$ cat src/verilog/hpc_pkg.sv
/*
 * constants, register map and field layout of the hibernation power controller.
 * assumes an axi4-lite register bus with 32-bit data and a single 20 mhz clock.
 */
`default_nettype none
package hpc_pkg;
    // register byte offsets
    localparam logic [7:0] HPC_CTL = 8'h00;      // control
    localparam logic [7:0] HPC_RTC = 8'h04;      // counter seconds
    localparam logic [7:0] HPC_MATCH = 8'h08;    // seconds match
    localparam logic [7:0] HPC_TRIM = 8'h0c;     // trim
    localparam logic [7:0] HPC_SS = 8'h10;       // subseconds
    localparam logic [7:0] HPC_SSMATCH = 8'h14;  // subseconds match
    localparam logic [7:0] HPC_CAL = 8'h18;      // calendar value
    localparam logic [7:0] HPC_CALM = 8'h1c;     // calendar match
    localparam logic [7:0] HPC_WAKE = 8'h20;     // wake enables
    localparam logic [7:0] HPC_IM = 8'h24;       // interrupt enables
    localparam logic [7:0] HPC_RIS = 8'h28;      // raw status, write one clears
    localparam logic [7:0] HPC_TPCTL = 8'h2c;    // tamper control
    localparam logic [7:0] HPC_TPSTAT = 8'h30;   // tamper status
    localparam logic [7:0] HPC_TPLOG = 8'h34;    // tamper log counter stamp
    localparam logic [7:0] HPC_TPEVT = 8'h38;    // tamper log event bits
    localparam logic [7:0] HPC_MEM = 8'h40;      // battery memory base
    // control bit positions
    localparam int CTL_EN = 0;       // module enable
    localparam int CTL_RUN = 1;      // counter run
    localparam int CTL_CAL = 2;      // calendar mode
    localparam int CTL_HIB = 3;      // hibernate request
    localparam int CTL_BATEN = 4;    // abort on low battery
    localparam int CTL_BATCHK = 5;   // forced battery check
    localparam int CTL_OSCREC = 6;   // oscillator recovery
    localparam int CTL_ACTIVE = 7;   // already active (read)
    // interrupt / wake bit positions
    localparam int EV_MATCH = 0;
    localparam int EV_LOWBAT = 1;
    localparam int EV_WAKEPIN = 2;
    localparam int EV_GPIO = 3;
    localparam int EV_RSTPIN = 4;
    localparam int EV_TAMPER = 5;
    localparam int EV_W = 6;
    // sizes and timing
    localparam int SS_W = 15;
    localparam int MEM_N = 16;
    localparam int TP_N = 4;
    localparam int LOG_N = 4;
    localparam logic [SS_W-1:0] SS_TOP = 15'h7fff;
    localparam int TICK_NS = 30518;               // 32768 hz tick period in ns
    localparam int CLK_NS = 50;
    localparam int TICK_CYC = TICK_NS / CLK_NS;   // untrimmed period, TICK_CYC + 1 cycles, rounds up
    localparam int BATCHK_US = 100;               // battery check duration
    localparam int BATCHK_CYC = (BATCHK_US * 1000 + CLK_NS - 1) / CLK_NS;
    localparam logic [15:0] TRIM_RST = 16'h7fff;  // neutral trim value
    localparam logic [7:0] CAL_WILD = 8'hff;      // wildcard match field
endpackage
`default_nettype wire

$ cat src/verilog/hpc_top.sv
/*
 * hibernation power controller: counter with subseconds, match, trim and
 * calendar, battery memory, tamper detect and log, wake sources, battery check.
 * assumes synchronous pins and axi4-lite master at 20 mhz; one access at a time.
 */
// Added by the designer: the AXI4-Lite register port and the register addresses.
`timescale 1ns/10ps
`default_nettype none
module hpc_top (
    input wire logic clk,
    input wire logic sys_rst,
    input wire logic [7:0] s_awaddr,
    input wire logic s_awvalid,
    output logic s_awready,
    input wire logic [31:0] s_wdata,
    input wire logic [3:0] s_wstrb,
    input wire logic s_wvalid,
    output logic s_wready,
    output logic [1:0] s_bresp,
    output logic s_bvalid,
    input wire logic s_bready,
    input wire logic [7:0] s_araddr,
    input wire logic s_arvalid,
    output logic s_arready,
    output logic [31:0] s_rdata,
    output logic [1:0] s_rresp,
    output logic s_rvalid,
    input wire logic s_rready,
    input wire logic [hpc_pkg::TP_N-1:0] tamper_in,
    input wire logic ext_osc_ok,
    input wire logic wake_pin,
    input wire logic gpio_wake,
    input wire logic rst_pin,
    input wire logic bat_low_in,
    input wire logic por_warm,
    output logic tamper_evt,
    output logic proc_power_off,
    output logic low_battery_interrupt_flag,
    output logic wake_out,
    output logic osc_recover
);
    import hpc_pkg::*;

    // busy phases of the battery check
    typedef enum logic [1:0] {BC_IDLE, BC_RUN, BC_DONE} hpc_bc_t;

    // byte-lane merge, used by every writable register except the wake and interrupt enables, the status and log clears and the log select
    function automatic logic [31:0] merge(input logic [31:0] old, input logic [31:0] nw,
                                          input logic [3:0] be);
        logic [31:0] r;
        r = old;
        for (int i = 0; i < 4; i++) begin
            if (be[i]) begin
                r[i*8 +: 8] = nw[i*8 +: 8];
            end
        end
        return r;
    endfunction

    // calendar field compare honouring the wildcard
    function automatic logic fmatch(input logic [7:0] v, input logic [7:0] m);
        return (m == CAL_WILD) || (v == m);
    endfunction

    logic [31:0] ctl_q;                 // control
    logic [31:0] rtc_q, match_q;        // seconds and its match
    logic [15:0] trim_q;                // trim reload
    logic [SS_W-1:0] ss_q, ssm_q;       // subseconds and match
    logic [31:0] cal_q, calm_q;         // calendar sec/min/hour/day bytes
    logic [EV_W-1:0] wake_q, im_q, ris_q;
    logic [31:0] tpctl_q;               // [0] enable [4:1] inputs [5] osc [6] clr mem [7] part [8] wake
    logic [31:0] mem_q [MEM_N];         // battery-backed words
    logic [31:0] log_rtc_q [LOG_N];     // tamper stamps
    logic [TP_N:0] log_evt_q [LOG_N];   // tamper causes
    logic [2:0] log_cnt_q;              // entries held
    logic [1:0] log_rd_q;               // entry shown by read port
    logic [TP_N-1:0] tin_q;             // last tamper input level
    logic osc_q;                        // last oscillator level
    logic [16:0] tick_q;                // prescaler
    logic [31:0] bc_cnt_q;              // battery check timer
    hpc_bc_t bc_q;
    logic hib_pend_q;                   // request held off behind check
    logic active_q, caught_q;
    logic wpin_q, gpin_q, rpin_q, match_d1_q;

    // bus handshake state
    logic aw_q, w_q;
    logic [7:0] awa_q;
    logic [31:0] wd_q;
    logic [3:0] ws_q;
    wire en = ctl_q[CTL_EN];
    wire wr_go = aw_q && w_q && !s_bvalid;
    wire rd_go = s_arvalid && s_arready;
    wire [3:0] widx = awa_q[5:2];
    wire [3:0] ridx = s_araddr[5:2];
    wire wmem = wr_go && awa_q[7:6] == 2'b01;
    wire wr_hit = wr_go && (awa_q == HPC_CTL || en);
    wire wsel_ctl = wr_go && awa_q == HPC_CTL;
    wire [31:0] trim_m = merge({16'h0000, trim_q}, wd_q, ws_q);         // trim after byte lanes
    wire [31:0] ssm_m = merge({17'h00000, ssm_q}, wd_q, ws_q);          // sub match after lanes

    // counter tick: trim reload shortens the second when trim is 1 to TICK_CYC below neutral; further below, the prescaler wraps and stretches it
    wire ss_tick = en && ctl_q[CTL_RUN] && tick_q == 17'(TICK_CYC);
    wire sec_tick = ss_tick && ss_q == SS_TOP;
    wire [15:0] trim_off = trim_q - TRIM_RST;
    wire rtc_match = rtc_q == match_q && ss_q == ssm_q;
    wire cal_match = fmatch(cal_q[7:0], calm_q[7:0]) && fmatch(cal_q[15:8], calm_q[15:8])
        && fmatch(cal_q[23:16], calm_q[23:16]) && fmatch(cal_q[31:24], calm_q[31:24]);
    wire any_match = ctl_q[CTL_CAL] ? cal_match : rtc_match;
    wire match_ev = en && any_match && !match_d1_q;
    wire [TP_N-1:0] tin_edge = (tamper_in ^ tin_q) & tpctl_q[4:1];
    wire osc_fail = tpctl_q[5] && osc_q && !ext_osc_ok;
    wire tp_ev = en && tpctl_q[0] && (|tin_edge || osc_fail);
    logic [EV_W-1:0] ev;
    assign ev[EV_MATCH] = match_ev;
    assign ev[EV_LOWBAT] = bc_q == BC_DONE && bat_low_in;
    assign ev[EV_WAKEPIN] = en && wake_pin && !wpin_q;
    assign ev[EV_GPIO] = en && gpio_wake && !gpin_q;
    assign ev[EV_RSTPIN] = en && rst_pin && !rpin_q;
    assign ev[EV_TAMPER] = tp_ev;
    wire wake_ev = |(ev & wake_q) || (tp_ev && tpctl_q[8]);
    wire clr_ris = wr_hit && awa_q == HPC_RIS;
    wire [EV_W-1:0] ris_clr = clr_ris ? wd_q[EV_W-1:0] & {EV_W{ws_q[0]}} : '0;
    wire hib_req = wsel_ctl && en && wd_q[CTL_HIB] && ws_q[0];
    wire hib_go = (hib_req || hib_pend_q) && bc_q != BC_RUN;
    // abort enable written together with the request counts at once
    wire bat_en_now = wsel_ctl && ws_q[0] ? wd_q[CTL_BATEN] : ctl_q[CTL_BATEN];
    wire bat_abort = bat_en_now && ris_q[EV_LOWBAT];
    wire log_shown = {1'b0, log_rd_q} < log_cnt_q;                      // entry holds an event
    wire bc_start = wsel_ctl && en && wd_q[CTL_BATCHK] && ws_q[0] && bc_q == BC_IDLE;
    wire log_clr = wr_hit && awa_q == HPC_TPEVT;

    // read mux
    logic [31:0] rd_d;
    always_comb begin
        rd_d = '0;
        if (s_araddr[7:6] == 2'b01) begin
            rd_d = mem_q[ridx];
        end else begin
            unique case (s_araddr)
                HPC_CTL: begin
                    rd_d = ctl_q;
                    rd_d[CTL_BATCHK] = bc_q != BC_IDLE && bc_q != BC_DONE ? 1'b1 : 1'b0;
                    rd_d[CTL_ACTIVE] = active_q;
                    rd_d[CTL_HIB] = hib_pend_q;
                end
                HPC_RTC: rd_d = rtc_q;
                HPC_MATCH: rd_d = match_q;
                HPC_TRIM: rd_d = {16'h0000, trim_q};
                HPC_SS: rd_d = {17'h00000, ss_q};
                HPC_SSMATCH: rd_d = {17'h00000, ssm_q};
                HPC_CAL: rd_d = cal_q;
                HPC_CALM: rd_d = calm_q;
                HPC_WAKE: rd_d = {26'h0000000, wake_q};
                HPC_IM: rd_d = {26'h0000000, im_q};
                HPC_RIS: rd_d = {26'h0000000, ris_q};
                HPC_TPCTL: rd_d = tpctl_q;
                HPC_TPSTAT: rd_d = {25'h0000000, log_cnt_q, ext_osc_ok, |log_cnt_q,
                                    tpctl_q[0], ris_q[EV_TAMPER]};
                HPC_TPLOG: rd_d = log_shown ? log_rtc_q[log_rd_q] : 32'h00000000;
                HPC_TPEVT: rd_d = {27'h0000000, log_shown ? log_evt_q[log_rd_q] : 5'h00};
                default: rd_d = '0;
            endcase
        end
    end

    // axi write address and data capture, either order
    always_ff @(posedge clk) begin
        if (sys_rst) begin
            aw_q <= 1'b0;
            w_q <= 1'b0;
            awa_q <= '0;
            wd_q <= '0;
            ws_q <= '0;
            s_awready <= 1'b0;
            s_wready <= 1'b0;
        end else begin
            s_awready <= !aw_q && !s_awready && s_awvalid;
            s_wready <= !w_q && !s_wready && s_wvalid;
            if (s_awvalid && s_awready) begin
                aw_q <= 1'b1;
                awa_q <= s_awaddr;
            end
            if (s_wvalid && s_wready) begin
                w_q <= 1'b1;
                wd_q <= s_wdata;
                ws_q <= s_wstrb;
            end
            if (wr_go) begin
                aw_q <= 1'b0;
                w_q <= 1'b0;
            end
        end
    end

    // write response and read channel
    always_ff @(posedge clk) begin
        if (sys_rst) begin
            s_bvalid <= 1'b0;
            s_bresp <= 2'b00;
            s_arready <= 1'b0;
            s_rvalid <= 1'b0;
            s_rdata <= '0;
            s_rresp <= 2'b00;
        end else begin
            if (wr_go) begin
                s_bvalid <= 1'b1;
                s_bresp <= 2'b00;
            end else if (s_bready) begin
                s_bvalid <= 1'b0;
            end
            s_arready <= !s_arready && !s_rvalid && s_arvalid;
            if (rd_go) begin
                s_rvalid <= 1'b1;
                s_rdata <= (en || s_araddr == HPC_CTL) ? rd_d : 32'h00000000;
                s_rresp <= 2'b00;
            end else if (s_rready) begin
                s_rvalid <= 1'b0;
            end
        end
    end

    // control and configuration registers
    always_ff @(posedge clk) begin
        if (sys_rst) begin
            ctl_q <= '0;
            trim_q <= TRIM_RST;
            match_q <= '0;
            ssm_q <= '0;
            calm_q <= '0;
            wake_q <= '0;
            im_q <= '0;
            tpctl_q <= '0;
        end else begin
            if (wr_hit) begin
                unique case (awa_q)
                    HPC_CTL: ctl_q <= merge(ctl_q, wd_q, ws_q) & 32'h00000017;
                    HPC_MATCH: match_q <= merge(match_q, wd_q, ws_q);
                    HPC_TRIM: trim_q <= trim_m[15:0];
                    HPC_SSMATCH: ssm_q <= ssm_m[SS_W-1:0];
                    HPC_CALM: calm_q <= merge(calm_q, wd_q, ws_q);
                    HPC_WAKE: wake_q <= wd_q[EV_W-1:0];
                    HPC_IM: im_q <= wd_q[EV_W-1:0];
                    HPC_TPCTL: tpctl_q <= merge(tpctl_q, wd_q, ws_q) & 32'h000001ff;
                    default: ;
                endcase
            end
        end
    end

    // counter, subseconds, calendar and prescaler
    always_ff @(posedge clk) begin
        if (sys_rst) begin
            rtc_q <= '0;
            ss_q <= '0;
            cal_q <= '0;
            tick_q <= '0;
            match_d1_q <= 1'b0;
        end else begin
            match_d1_q <= en && any_match;
            tick_q <= ss_tick ? 17'(signed'(trim_off)) & 17'h00000 : tick_q + 17'h00001;
            if (ss_tick) begin
                ss_q <= ss_q + 15'h0001;
            end
            if (sec_tick) begin
                tick_q <= 17'(int'(signed'(trim_off)) < 0 ? -int'(signed'(trim_off)) : 0);
                rtc_q <= rtc_q + 32'h00000001;
                cal_q[7:0] <= cal_q[7:0] == 8'h3b ? 8'h00 : cal_q[7:0] + 8'h01;
                if (cal_q[7:0] == 8'h3b) begin
                    cal_q[15:8] <= cal_q[15:8] == 8'h3b ? 8'h00 : cal_q[15:8] + 8'h01;
                    if (cal_q[15:8] == 8'h3b) begin
                        cal_q[23:16] <= cal_q[23:16] == 8'h17 ? 8'h00 : cal_q[23:16] + 8'h01;
                        if (cal_q[23:16] == 8'h17) begin
                            cal_q[31:24] <= cal_q[31:24] + 8'h01;
                        end
                    end
                end
            end
            if (!ctl_q[CTL_RUN]) begin
                tick_q <= '0;
            end
            if (wr_hit && awa_q == HPC_RTC) begin
                rtc_q <= merge(rtc_q, wd_q, ws_q);
                ss_q <= '0;
            end
            if (wr_hit && awa_q == HPC_CAL) begin
                cal_q <= merge(cal_q, wd_q, ws_q);
            end
        end
    end

    // status flags: set wins over a write-one clear
    always_ff @(posedge clk) begin
        if (sys_rst) begin
            ris_q <= '0;
            wpin_q <= 1'b0;
            gpin_q <= 1'b0;
            rpin_q <= 1'b0;
            tin_q <= '0;
            osc_q <= 1'b0;
            wake_out <= 1'b0;
            tamper_evt <= 1'b0;
            low_battery_interrupt_flag <= 1'b0;
        end else begin
            ris_q <= (ris_q & ~ris_clr) | ev;
            wpin_q <= wake_pin;
            gpin_q <= gpio_wake;
            rpin_q <= rst_pin;
            tin_q <= tamper_in;
            osc_q <= ext_osc_ok;
            wake_out <= wake_ev && proc_power_off;
            tamper_evt <= tp_ev;
            low_battery_interrupt_flag <= |(((ris_q & ~ris_clr) | ev) & im_q) ||
                ev[EV_LOWBAT] || (ris_q[EV_LOWBAT] && !ris_clr[EV_LOWBAT]);
        end
    end

    // battery check, hibernate sequencing, active flag, oscillator recovery
    always_ff @(posedge clk) begin
        if (sys_rst) begin
            bc_q <= BC_IDLE;
            bc_cnt_q <= '0;
            hib_pend_q <= 1'b0;
            proc_power_off <= 1'b0;
            active_q <= 1'b0;
            caught_q <= 1'b0;
            osc_recover <= 1'b0;
        end else begin
            if (!caught_q) begin
                caught_q <= 1'b1;
                active_q <= por_warm;
            end else if (en) begin
                active_q <= 1'b1;
            end
            osc_recover <= wsel_ctl && en && wd_q[CTL_OSCREC] && ws_q[0] && !ext_osc_ok;
            unique case (bc_q)
                BC_IDLE: if (bc_start) begin
                    bc_q <= BC_RUN;
                    bc_cnt_q <= '0;
                end
                BC_RUN: begin
                    bc_cnt_q <= bc_cnt_q + 32'h00000001;
                    if (bc_cnt_q == 32'(BATCHK_CYC - 1)) begin
                        bc_q <= BC_DONE;
                    end
                end
                BC_DONE: bc_q <= BC_IDLE;
            endcase
            if (hib_req && bc_q == BC_RUN) begin
                hib_pend_q <= 1'b1;
            end
            if (hib_go) begin
                hib_pend_q <= 1'b0;
                if (!bat_abort) begin
                    proc_power_off <= 1'b1;
                end
            end
            if (wake_ev) begin
                proc_power_off <= 1'b0;
            end
        end
    end

    // battery memory, tamper clear, tamper log
    always_ff @(posedge clk) begin
        if (sys_rst) begin
            log_cnt_q <= '0;
            log_rd_q <= '0;
        end else begin
            if (wmem && en) begin
                mem_q[widx] <= merge(mem_q[widx], wd_q, ws_q);
            end
            if (tp_ev && tpctl_q[6]) begin
                for (int i = 0; i < MEM_N; i++) begin
                    if (!tpctl_q[7] || i < MEM_N / 2) begin
                        mem_q[i] <= '0;
                    end
                end
            end
            if (wr_hit && awa_q == HPC_TPLOG) begin
                log_rd_q <= wd_q[1:0];
            end
            if (log_clr) begin
                log_cnt_q <= '0;
            end
            if (tp_ev && log_cnt_q < 3'(LOG_N)) begin
                log_rtc_q[log_cnt_q[1:0]] <= rtc_q;
                log_evt_q[log_cnt_q[1:0]] <= {osc_fail, tin_edge};
                log_cnt_q <= (log_clr ? 3'h0 : log_cnt_q) + 3'h1;
            end
        end
    end
endmodule
`default_nettype wire

$ cat config.mk
export PLATFORM = sky130hd
export DESIGN_NAME = hpc_top
export DESIGN_NICKNAME = d
export VERILOG_FILES = /design/src/verilog/hpc_pkg.sv /design/src/verilog/hpc_top.sv
export SDC_FILE = /design/constraint.sdc
export NUM_CORES = 2
export LEC_CHECK = 0
export BUFFER_PORTS_ARGS = -buffer_cell sky130_fd_sc_hd__clkbuf_2
export CAP_MARGIN = 20
export CORE_AREA = 4 4 370 372
export DETAILED_ROUTE_END_ITERATION = 12
export DIE_AREA = 0 0 374 376
export PLACE_DENSITY = 0.51
export RECOVER_POWER = 25
export SLEW_MARGIN = 15
export SYNTH_ARGS = -nofsm -noshare
export SYNTH_HDL_FRONTEND = slang
export SYNTH_SLANG_ARGS = --single-unit
$ cat constraint.sdc
create_clock -name clk -period 10.9 [get_ports clk]
set_input_delay 1.09 -clock clk [delete_from_list [all_inputs] [get_ports clk]]
set_output_delay 1.09 -clock clk [all_outputs]
set_load 0.01 [all_outputs]
Word-level counts from Yosys, hierarchy flattened
Memory sizes are Yosys's and may differ from the RTL's. A register that Yosys moved wholly into a read port is not among the register bits.
Index checks and enable logic that the tools add are counted.

word-level totals
  register bits = 361
  bits in writable memories = 660
  input port bits = 69
  word-level logic and storage cells = 352
  memories = 3

operators by class
  add/sub/neg operators = 11
  $lt $le $gt $ge = 3
  equality and inequality tests = 63
  mux-type cells = 69
  bitwise operators = 10
  reductions and logical operators = 136

memories
  name       depth  width  rd ports  clocked after Yosys merged registers in  write ports  line           source
  mem_q      16     32     1         0                                        17           hpc_top.sv:72  logic [31:0] mem_q [MEM_N];
  log_rtc_q  4      32     1         1                                        1            hpc_top.sv:73  logic [31:0] log_rtc_q [LOG_N];
  log_evt_q  4      5      1         1                                        1            hpc_top.sv:74  logic [TP_N:0] log_evt_q [LOG_N];

operators by type and width
  cell                                                               number
  32-bit case mux with 15 select lines                               1
  32-bit 2-to-1 mux                                                  8
  8-bit 2-to-1 mux                                                   20
  8-bit by 6-bit == test with 1-bit output, second input constant    15
  32-bit by 1-bit adder with 32-bit output, second input constant    2
  8-bit by 5-bit == test with 1-bit output, second input constant    8
  32-bit case mux with 2 select lines                                1
  1-bit logical AND                                                  59
  17-bit 2-to-1 mux                                                  3
  3-bit AND reduction                                                16
  8-bit by 1-bit adder with 8-bit output, second input constant      4
  32-bit by 11-bit == test with 1-bit output, second input constant  1
  32-bit == test                                                     1
  8-bit by 4-bit == test with 1-bit output, second input constant    4
  8-bit == test                                                      4
  8-bit == test, second input constant                               4
  2-bit AND reduction                                                14
  6-bit bitwise AND                                                  4
  24-bit 2-to-1 mux                                                  1
  2-bit inequality test, second input constant                       12
  1-bit 2-to-1 mux                                                   23
  2-bit nonzero test                                                 9
  17-bit by 1-bit adder with 17-bit output, second input constant    1
  17-bit by 10-bit == test with 1-bit output, second input constant  1
  35 further kinds                                                   76

Depth between registers and ports, before layout
  word-level depth = 13
  depth in mapped cells = 11

Worst setup path before layout
OpenSTA, ideal clock, no wires.

  path type = in2reg
  start = in tamper_in[0] (netlist name)
  end = mem log_evt_q[1][0] (netlist name), enable pin
  library setup time = 485 ps
  data arrival time = 4552 ps
  data required time = 10415 ps
  setup slack = 5863 ps
  stages = 6
  buffers on the path = 0
  path through = xor2_1 -> and2_1 -> o41ai_1 -> nor2_1 -> nand2_1 -> nor3b_1

on the way
  word-level cells in the longest chain between the ends = 9

ends and longest elaborated chain
  item                                    line            source
  start, declared                         hpc_top.sv:29   input wire logic [hpc_pkg::TP_N-1:0] tamper_in,
  4-bit XOR                               hpc_top.sv:111  wire [TP_N-1:0] tin_edge = (tamper_in ^ tin_q) & tpctl_q[4:1];
  4-bit bitwise AND                       hpc_top.sv:111
  net tin_edge[0]                         hpc_top.sv:111
  4-bit OR reduction                      hpc_top.sv:113  wire tp_ev = en && tpctl_q[0] && (|tin_edge || osc_fail);
  1-bit logical OR                        hpc_top.sv:113
  1-bit logical AND                       hpc_top.sv:113
  1-bit logical AND                       hpc_top.sv:386  if (tp_ev && log_cnt_q < 3'(LOG_N)) begin
  1-bit 2-to-1 mux                        hpc_top.sv:386
  1-bit 2-to-1 mux                        hpc_top.sv:366  if (sys_rst) begin
  1-bit 2-to-1 mux (not written as such)  hpc_top.sv:388  log_evt_q[log_cnt_q[1:0]] <= {osc_fail, tin_edge};
  end, declared                           hpc_top.sv:74

The timed path passes the listed nets, and every way through them passes these cells.

==> impl_results.rst <==
.. list-table::
   :header-rows: 1

   * - Metric
     - Value
   * - Result of the run
     - finished with violations
   * - Violated checks
     - capacitance limit, slew limit
   * - Placed insts
     - 6,618
   * - Maximum single-stage delay on the critical path
     - 2.38 ns
   * - Clk_lat worst skew
     - 0.72 ns
   * - Total overflow reported by the global router
     - 0
   * - Number of flip-flops and latches in the synthesized netlist
     - 1,023
   * - Antenna violations before repair
     - 3
   * - Setup total negative slack
     - 0 ns
   * - Vias per Instance
     - 5.69
   * - Class of the most critical hold timing path
     - flop to flop
   * - Setup CP Type
     - input port to flop
   * - Setup skew after layout
     - 0.0301 ns
   * - Critical path startpoint category
     - input port
   * - Placed wire-length estimate after detailed placement
     - 107 mm
   * - PnR Total Power
     - 7.85 mW
   * - Power per Cell Area
     - 151 mW/mm²
   * - Routability cong.
     - 0.907
   * - Clock tree from TritonCTS
     - done
   * - Number of top-level pins
     - 115
   * - Clk sinks
     - 1,023
   * - Maximum ir drop on the vdd rail
     - 0.113 mV
   * - Primary flip-flop cell chosen by synthesis mapping
     - sky130_fd_sc_hd__dfxtp_1
   * - Die boundary height
     - 376 µm
   * - Crit path max fanout
     - 95
   * - Number of failing hold endpoints at the final stage
     - 0
   * - Clock slew at reported path FFs
     - 0.06 ns
   * - Arrival time at the worst endpoint
     - 6.82 ns
   * - Leakage
     - 18.2 nW
   * - Unrepaired setup endpoints after global routing
     - no
   * - Dominant cell type by area after synthesis
     - sky130_fd_sc_hd__dfxtp_1
   * - Via count
     - 38.8k
   * - Relative area change from synthesis to final layout
     - 12.1%
   * - Buffer cell driving the clock tree root
     - sky130_fd_sc_hd__clkbuf_16
   * - First-pass GRT wire length
     - 243 mm
   * - Pre-CTS worst setup slack
     - 5.52 ns
   * - Minimum clock period
     - 6.23 ns
   * - Max-slew headroom at the worst pin
     - -1.15
   * - Cell row count
     - 134
   * - Drt first-iter violations
     - 3,799
   * - Port Buffer Count
     - 110
   * - Post-synthesis cell type count
     - 84
   * - Worst path most repeated cell
     - sky130_fd_sc_hd__clkbuf_1
   * - Post-synth EDFFs
     - 148
   * - Htree depth
     - 3
   * - Post-Syn Area per Cell
     - 9.15 µm²
   * - Total CTS buffers
     - 110
   * - Post-CTS Repair Setup Buffers
     - 0
   * - Actual transition at the worst max-transition pin
     - 3.22 ns
   * - Count of non-filler cells in the finished layout
     - 6,827
   * - Register area share after synthesis
     - 0.473
   * - Pins Over Slew Limit
     - 328
   * - Number of iterations in the first detailed-routing pass
     - 6
   * - Count of final setup violators
     - 0
   * - Yosys warns
     - 0
   * - Total DRC errors in the routed layout
     - 0
   * - Top-area cell type share of the netlist area
     - 0.377
   * - Cells along the critical path
     - clkbuf_8, clkbuf_1, clkbuf_1, nor2_1, o211ai_1, o311ai_1
   * - Layout cells sized above 1
     - 0.115
   * - Starting density of the core
     - 0.349
   * - Critical Path Slowest Stage Cell
     - sky130_fd_sc_hd__clkbuf_1
   * - Post-Syn Instances
     - 5,080
   * - Top cell family by delay on the critical path
     - buffers and inverters
   * - Hold-fix buffer count after cts
     - 0
   * - CORE AREA
     - 0.133 mm²
   * - Pin count of the biggest net entering global routing
     - 217
   * - Final layout net count
     - 5,048
   * - Global-route usage over all layers
     - 0.224
   * - Worst Path Buf+Inv
     - 3
   * - Cells resized by post-CTS repair
     - 0
   * - Final core area utilization
     - 0.391
   * - DIE AREA
     - 0.141 mm²
   * - Average wire per cell in the routed design
     - 23.9 µm
   * - Die width
     - 374 µm
   * - Maximum count of clock buffers along a single path
     - 3
   * - Vias in the first global route
     - 36.6k
   * - Most area-consuming cells after synthesis
     - sky130_fd_sc_hd__dfxtp_1 38%, sky130_fd_sc_hd__edfxtp_1 9.6%, sky130_fd_sc_hd__mux4_2 9.5%, sky130_fd_sc_hd__nand2_1 7.1%, sky130_fd_sc_hd__a21oi_1 6.9%
   * - Period utilization
     - 0.571
   * - Type of element capturing the critical path
     - flop
   * - Synth Cell Area
     - 0.0465 mm²
   * - Number of routed nets with antenna violations
     - 0
   * - Data required time at the worst endpoint
     - 11.49 ns
   * - Worst Slack Setup Final
     - 4.67 ns
   * - Wirelength, routed
     - 163 mm
   * - Maxcap violations
     - 8
   * - Async SR Flop Fraction
     - 0
   * - Max Clk Rate
     - 161 MHz
per-layer routing:
| layer | wire (µm) | track usage | share of wire |
|---|---|---|---|
| met1 | 72500 | 0.313 | 0.44 |
| met2 | 74200 | 0.351 | 0.45 |
| met3 | 11500 | 0.0390 | 0.070 |
| met4 | 5070 | 0.0715 | 0.031 |
| met5 | 0 | 0 | 0 |
final cells by class:
| cell class | instances | area (µm²) |
|---|---|---|
| clock inverters | 51 | 514 |
| inverters | 31 | 116 |
| multi-input cells | 3588 | 22900 |
| diodes | 1 | 2.50 |
| fillers | 13400 | 81200 |
| well taps | 1768 | 2210 |
| repair buffers | 210 | 1260 |
| clock buffers | 155 | 3100 |
| flip-flops and latches | 1023 | 22000 |
per-stage QoR:
| step | hold slack (ns) | cell area (µm²) |
|---|---|---|
| global route | 0.463 | 52100 |
| global placement | 0.423 | 48600 |
| finish | 0.446 | 52100 |
| detailed placement | 0.436 | 48600 |
| CTS | 0.442 | 52200 |
| floorplan | 0.414 | 46500 |
cells in the mapped netlist, types with 33 or more instances:
cell type / instances
sky130_fd_sc_hd__xnor2_1: 33
sky130_fd_sc_hd__nand2_1: 874
sky130_fd_sc_hd__a21oi_1: 645
sky130_fd_sc_hd__xor2_1: 132
sky130_fd_sc_hd__nand4_1: 74
sky130_fd_sc_hd__nor3_1: 57
sky130_fd_sc_hd__o21ai_0: 58
sky130_fd_sc_hd__and3_1: 33
sky130_fd_sc_hd__buf_1: 42
sky130_fd_sc_hd__nor2_1: 261
sky130_fd_sc_hd__mux4_2: 197
sky130_fd_sc_hd__edfxtp_1: 148
sky130_fd_sc_hd__dfxtp_1: 875
sky130_fd_sc_hd__nor4_1: 45
sky130_fd_sc_hd__nand3_1: 603
sky130_fd_sc_hd__a22oi_1: 85
sky130_fd_sc_hd__mux2i_1: 122
sky130_fd_sc_hd__clkbuf_1: 387
worst min-delay path: stages (launching register included):
cell and delay (ns):
sky130_fd_sc_hd__dfxtp_1 0.31, sky130_fd_sc_hd__nand2_1 0.05, sky130_fd_sc_hd__o21ai_1 0.05
cells in the final DEF (no fill, tap or decap), types with 23 or more instances in the layout:
cell type                   netlist  routed
sky130_fd_sc_hd__nand4_1         74      74
sky130_fd_sc_hd__nand3_1        603     603
sky130_fd_sc_hd__nor4_1          45      40
sky130_fd_sc_hd__nor2_1         261     249
sky130_fd_sc_hd__clkbuf_2         0      60
sky130_fd_sc_hd__nor3_1          57      51
sky130_fd_sc_hd__edfxtp_1       148     148
sky130_fd_sc_hd__clkbuf_1       387      88
sky130_fd_sc_hd__o21ai_0         58      59
sky130_fd_sc_hd__a21oi_1        645     644
sky130_fd_sc_hd__a211oi_1        29      28
sky130_fd_sc_hd__a22oi_1         85      85
sky130_fd_sc_hd__a22o_1          24      24
sky130_fd_sc_hd__nand2_1        874     873
sky130_fd_sc_hd__xnor2_1         33      33
sky130_fd_sc_hd__inv_1           29      29
sky130_fd_sc_hd__mux4_2         197     197
sky130_fd_sc_hd__clkbuf_16        0     113
sky130_fd_sc_hd__xor2_1         132     132
sky130_fd_sc_hd__clkinv_2         0      23
sky130_fd_sc_hd__and3_1          33      33
sky130_fd_sc_hd__mux2i_1        122     122
sky130_fd_sc_hd__dfxtp_1        875     873
sky130_fd_sc_hd__buf_4            4      85
power breakdown:
group          total [mW]  leakage, nW  switching, mW  internal, mW
Clock                3.80         1.78           1.61          2.19
Combinational       0.208         8.15          0.150        0.0584
Sequential           3.85         8.31         0.0237          3.82
Total                7.85         18.2           1.78          6.07
final timing paths:
check	from	cells past startpoint	slack, ns	end
hold / removal	s_rdata[14]$_SDFFE_PP0P_	2	0.45	s_rdata[14]$_SDFFE_PP0P_
setup / recovery	sys_rst	6	4.67	cal_q[28]$_SDFFE_PP0P_
hold reg to reg	s_rdata[14]$_SDFFE_PP0P_	2	0.45	s_rdata[14]$_SDFFE_PP0P_
setup reg to reg	tin_q[1]$_SDFF_PP0_	10	6.27	mem_q[15][20]$_SDFFE_PP0P_
cells by family after synthesis:
logic type / share of synthesized area
muxes: 0.122
DFF: 0.473
adders and majority gates: 0.00404
xor gates and xnor gates: 0.0311
and+or+nand+nor: 0.211
AOI/OAI and AO/OA: 0.120
buffers and inverters: 0.0388
other: 0.0000807
flip-flops by register name, indices dropped and copies added, names as in the netlist, 9 cells and up, named ones only:
name       flops
calm_q        32
s_rdata       32
match_q       32
wd_q          32
ssm_q         15
log_rtc_q    128
mem_q        512
log_evt_q     20
rtc_q         32
ss_q          15
trim_q        16
cal_q         32
tick_q        17
bc_cnt_q      32
tpctl_q        9
(Power assumes the default switching activity.)
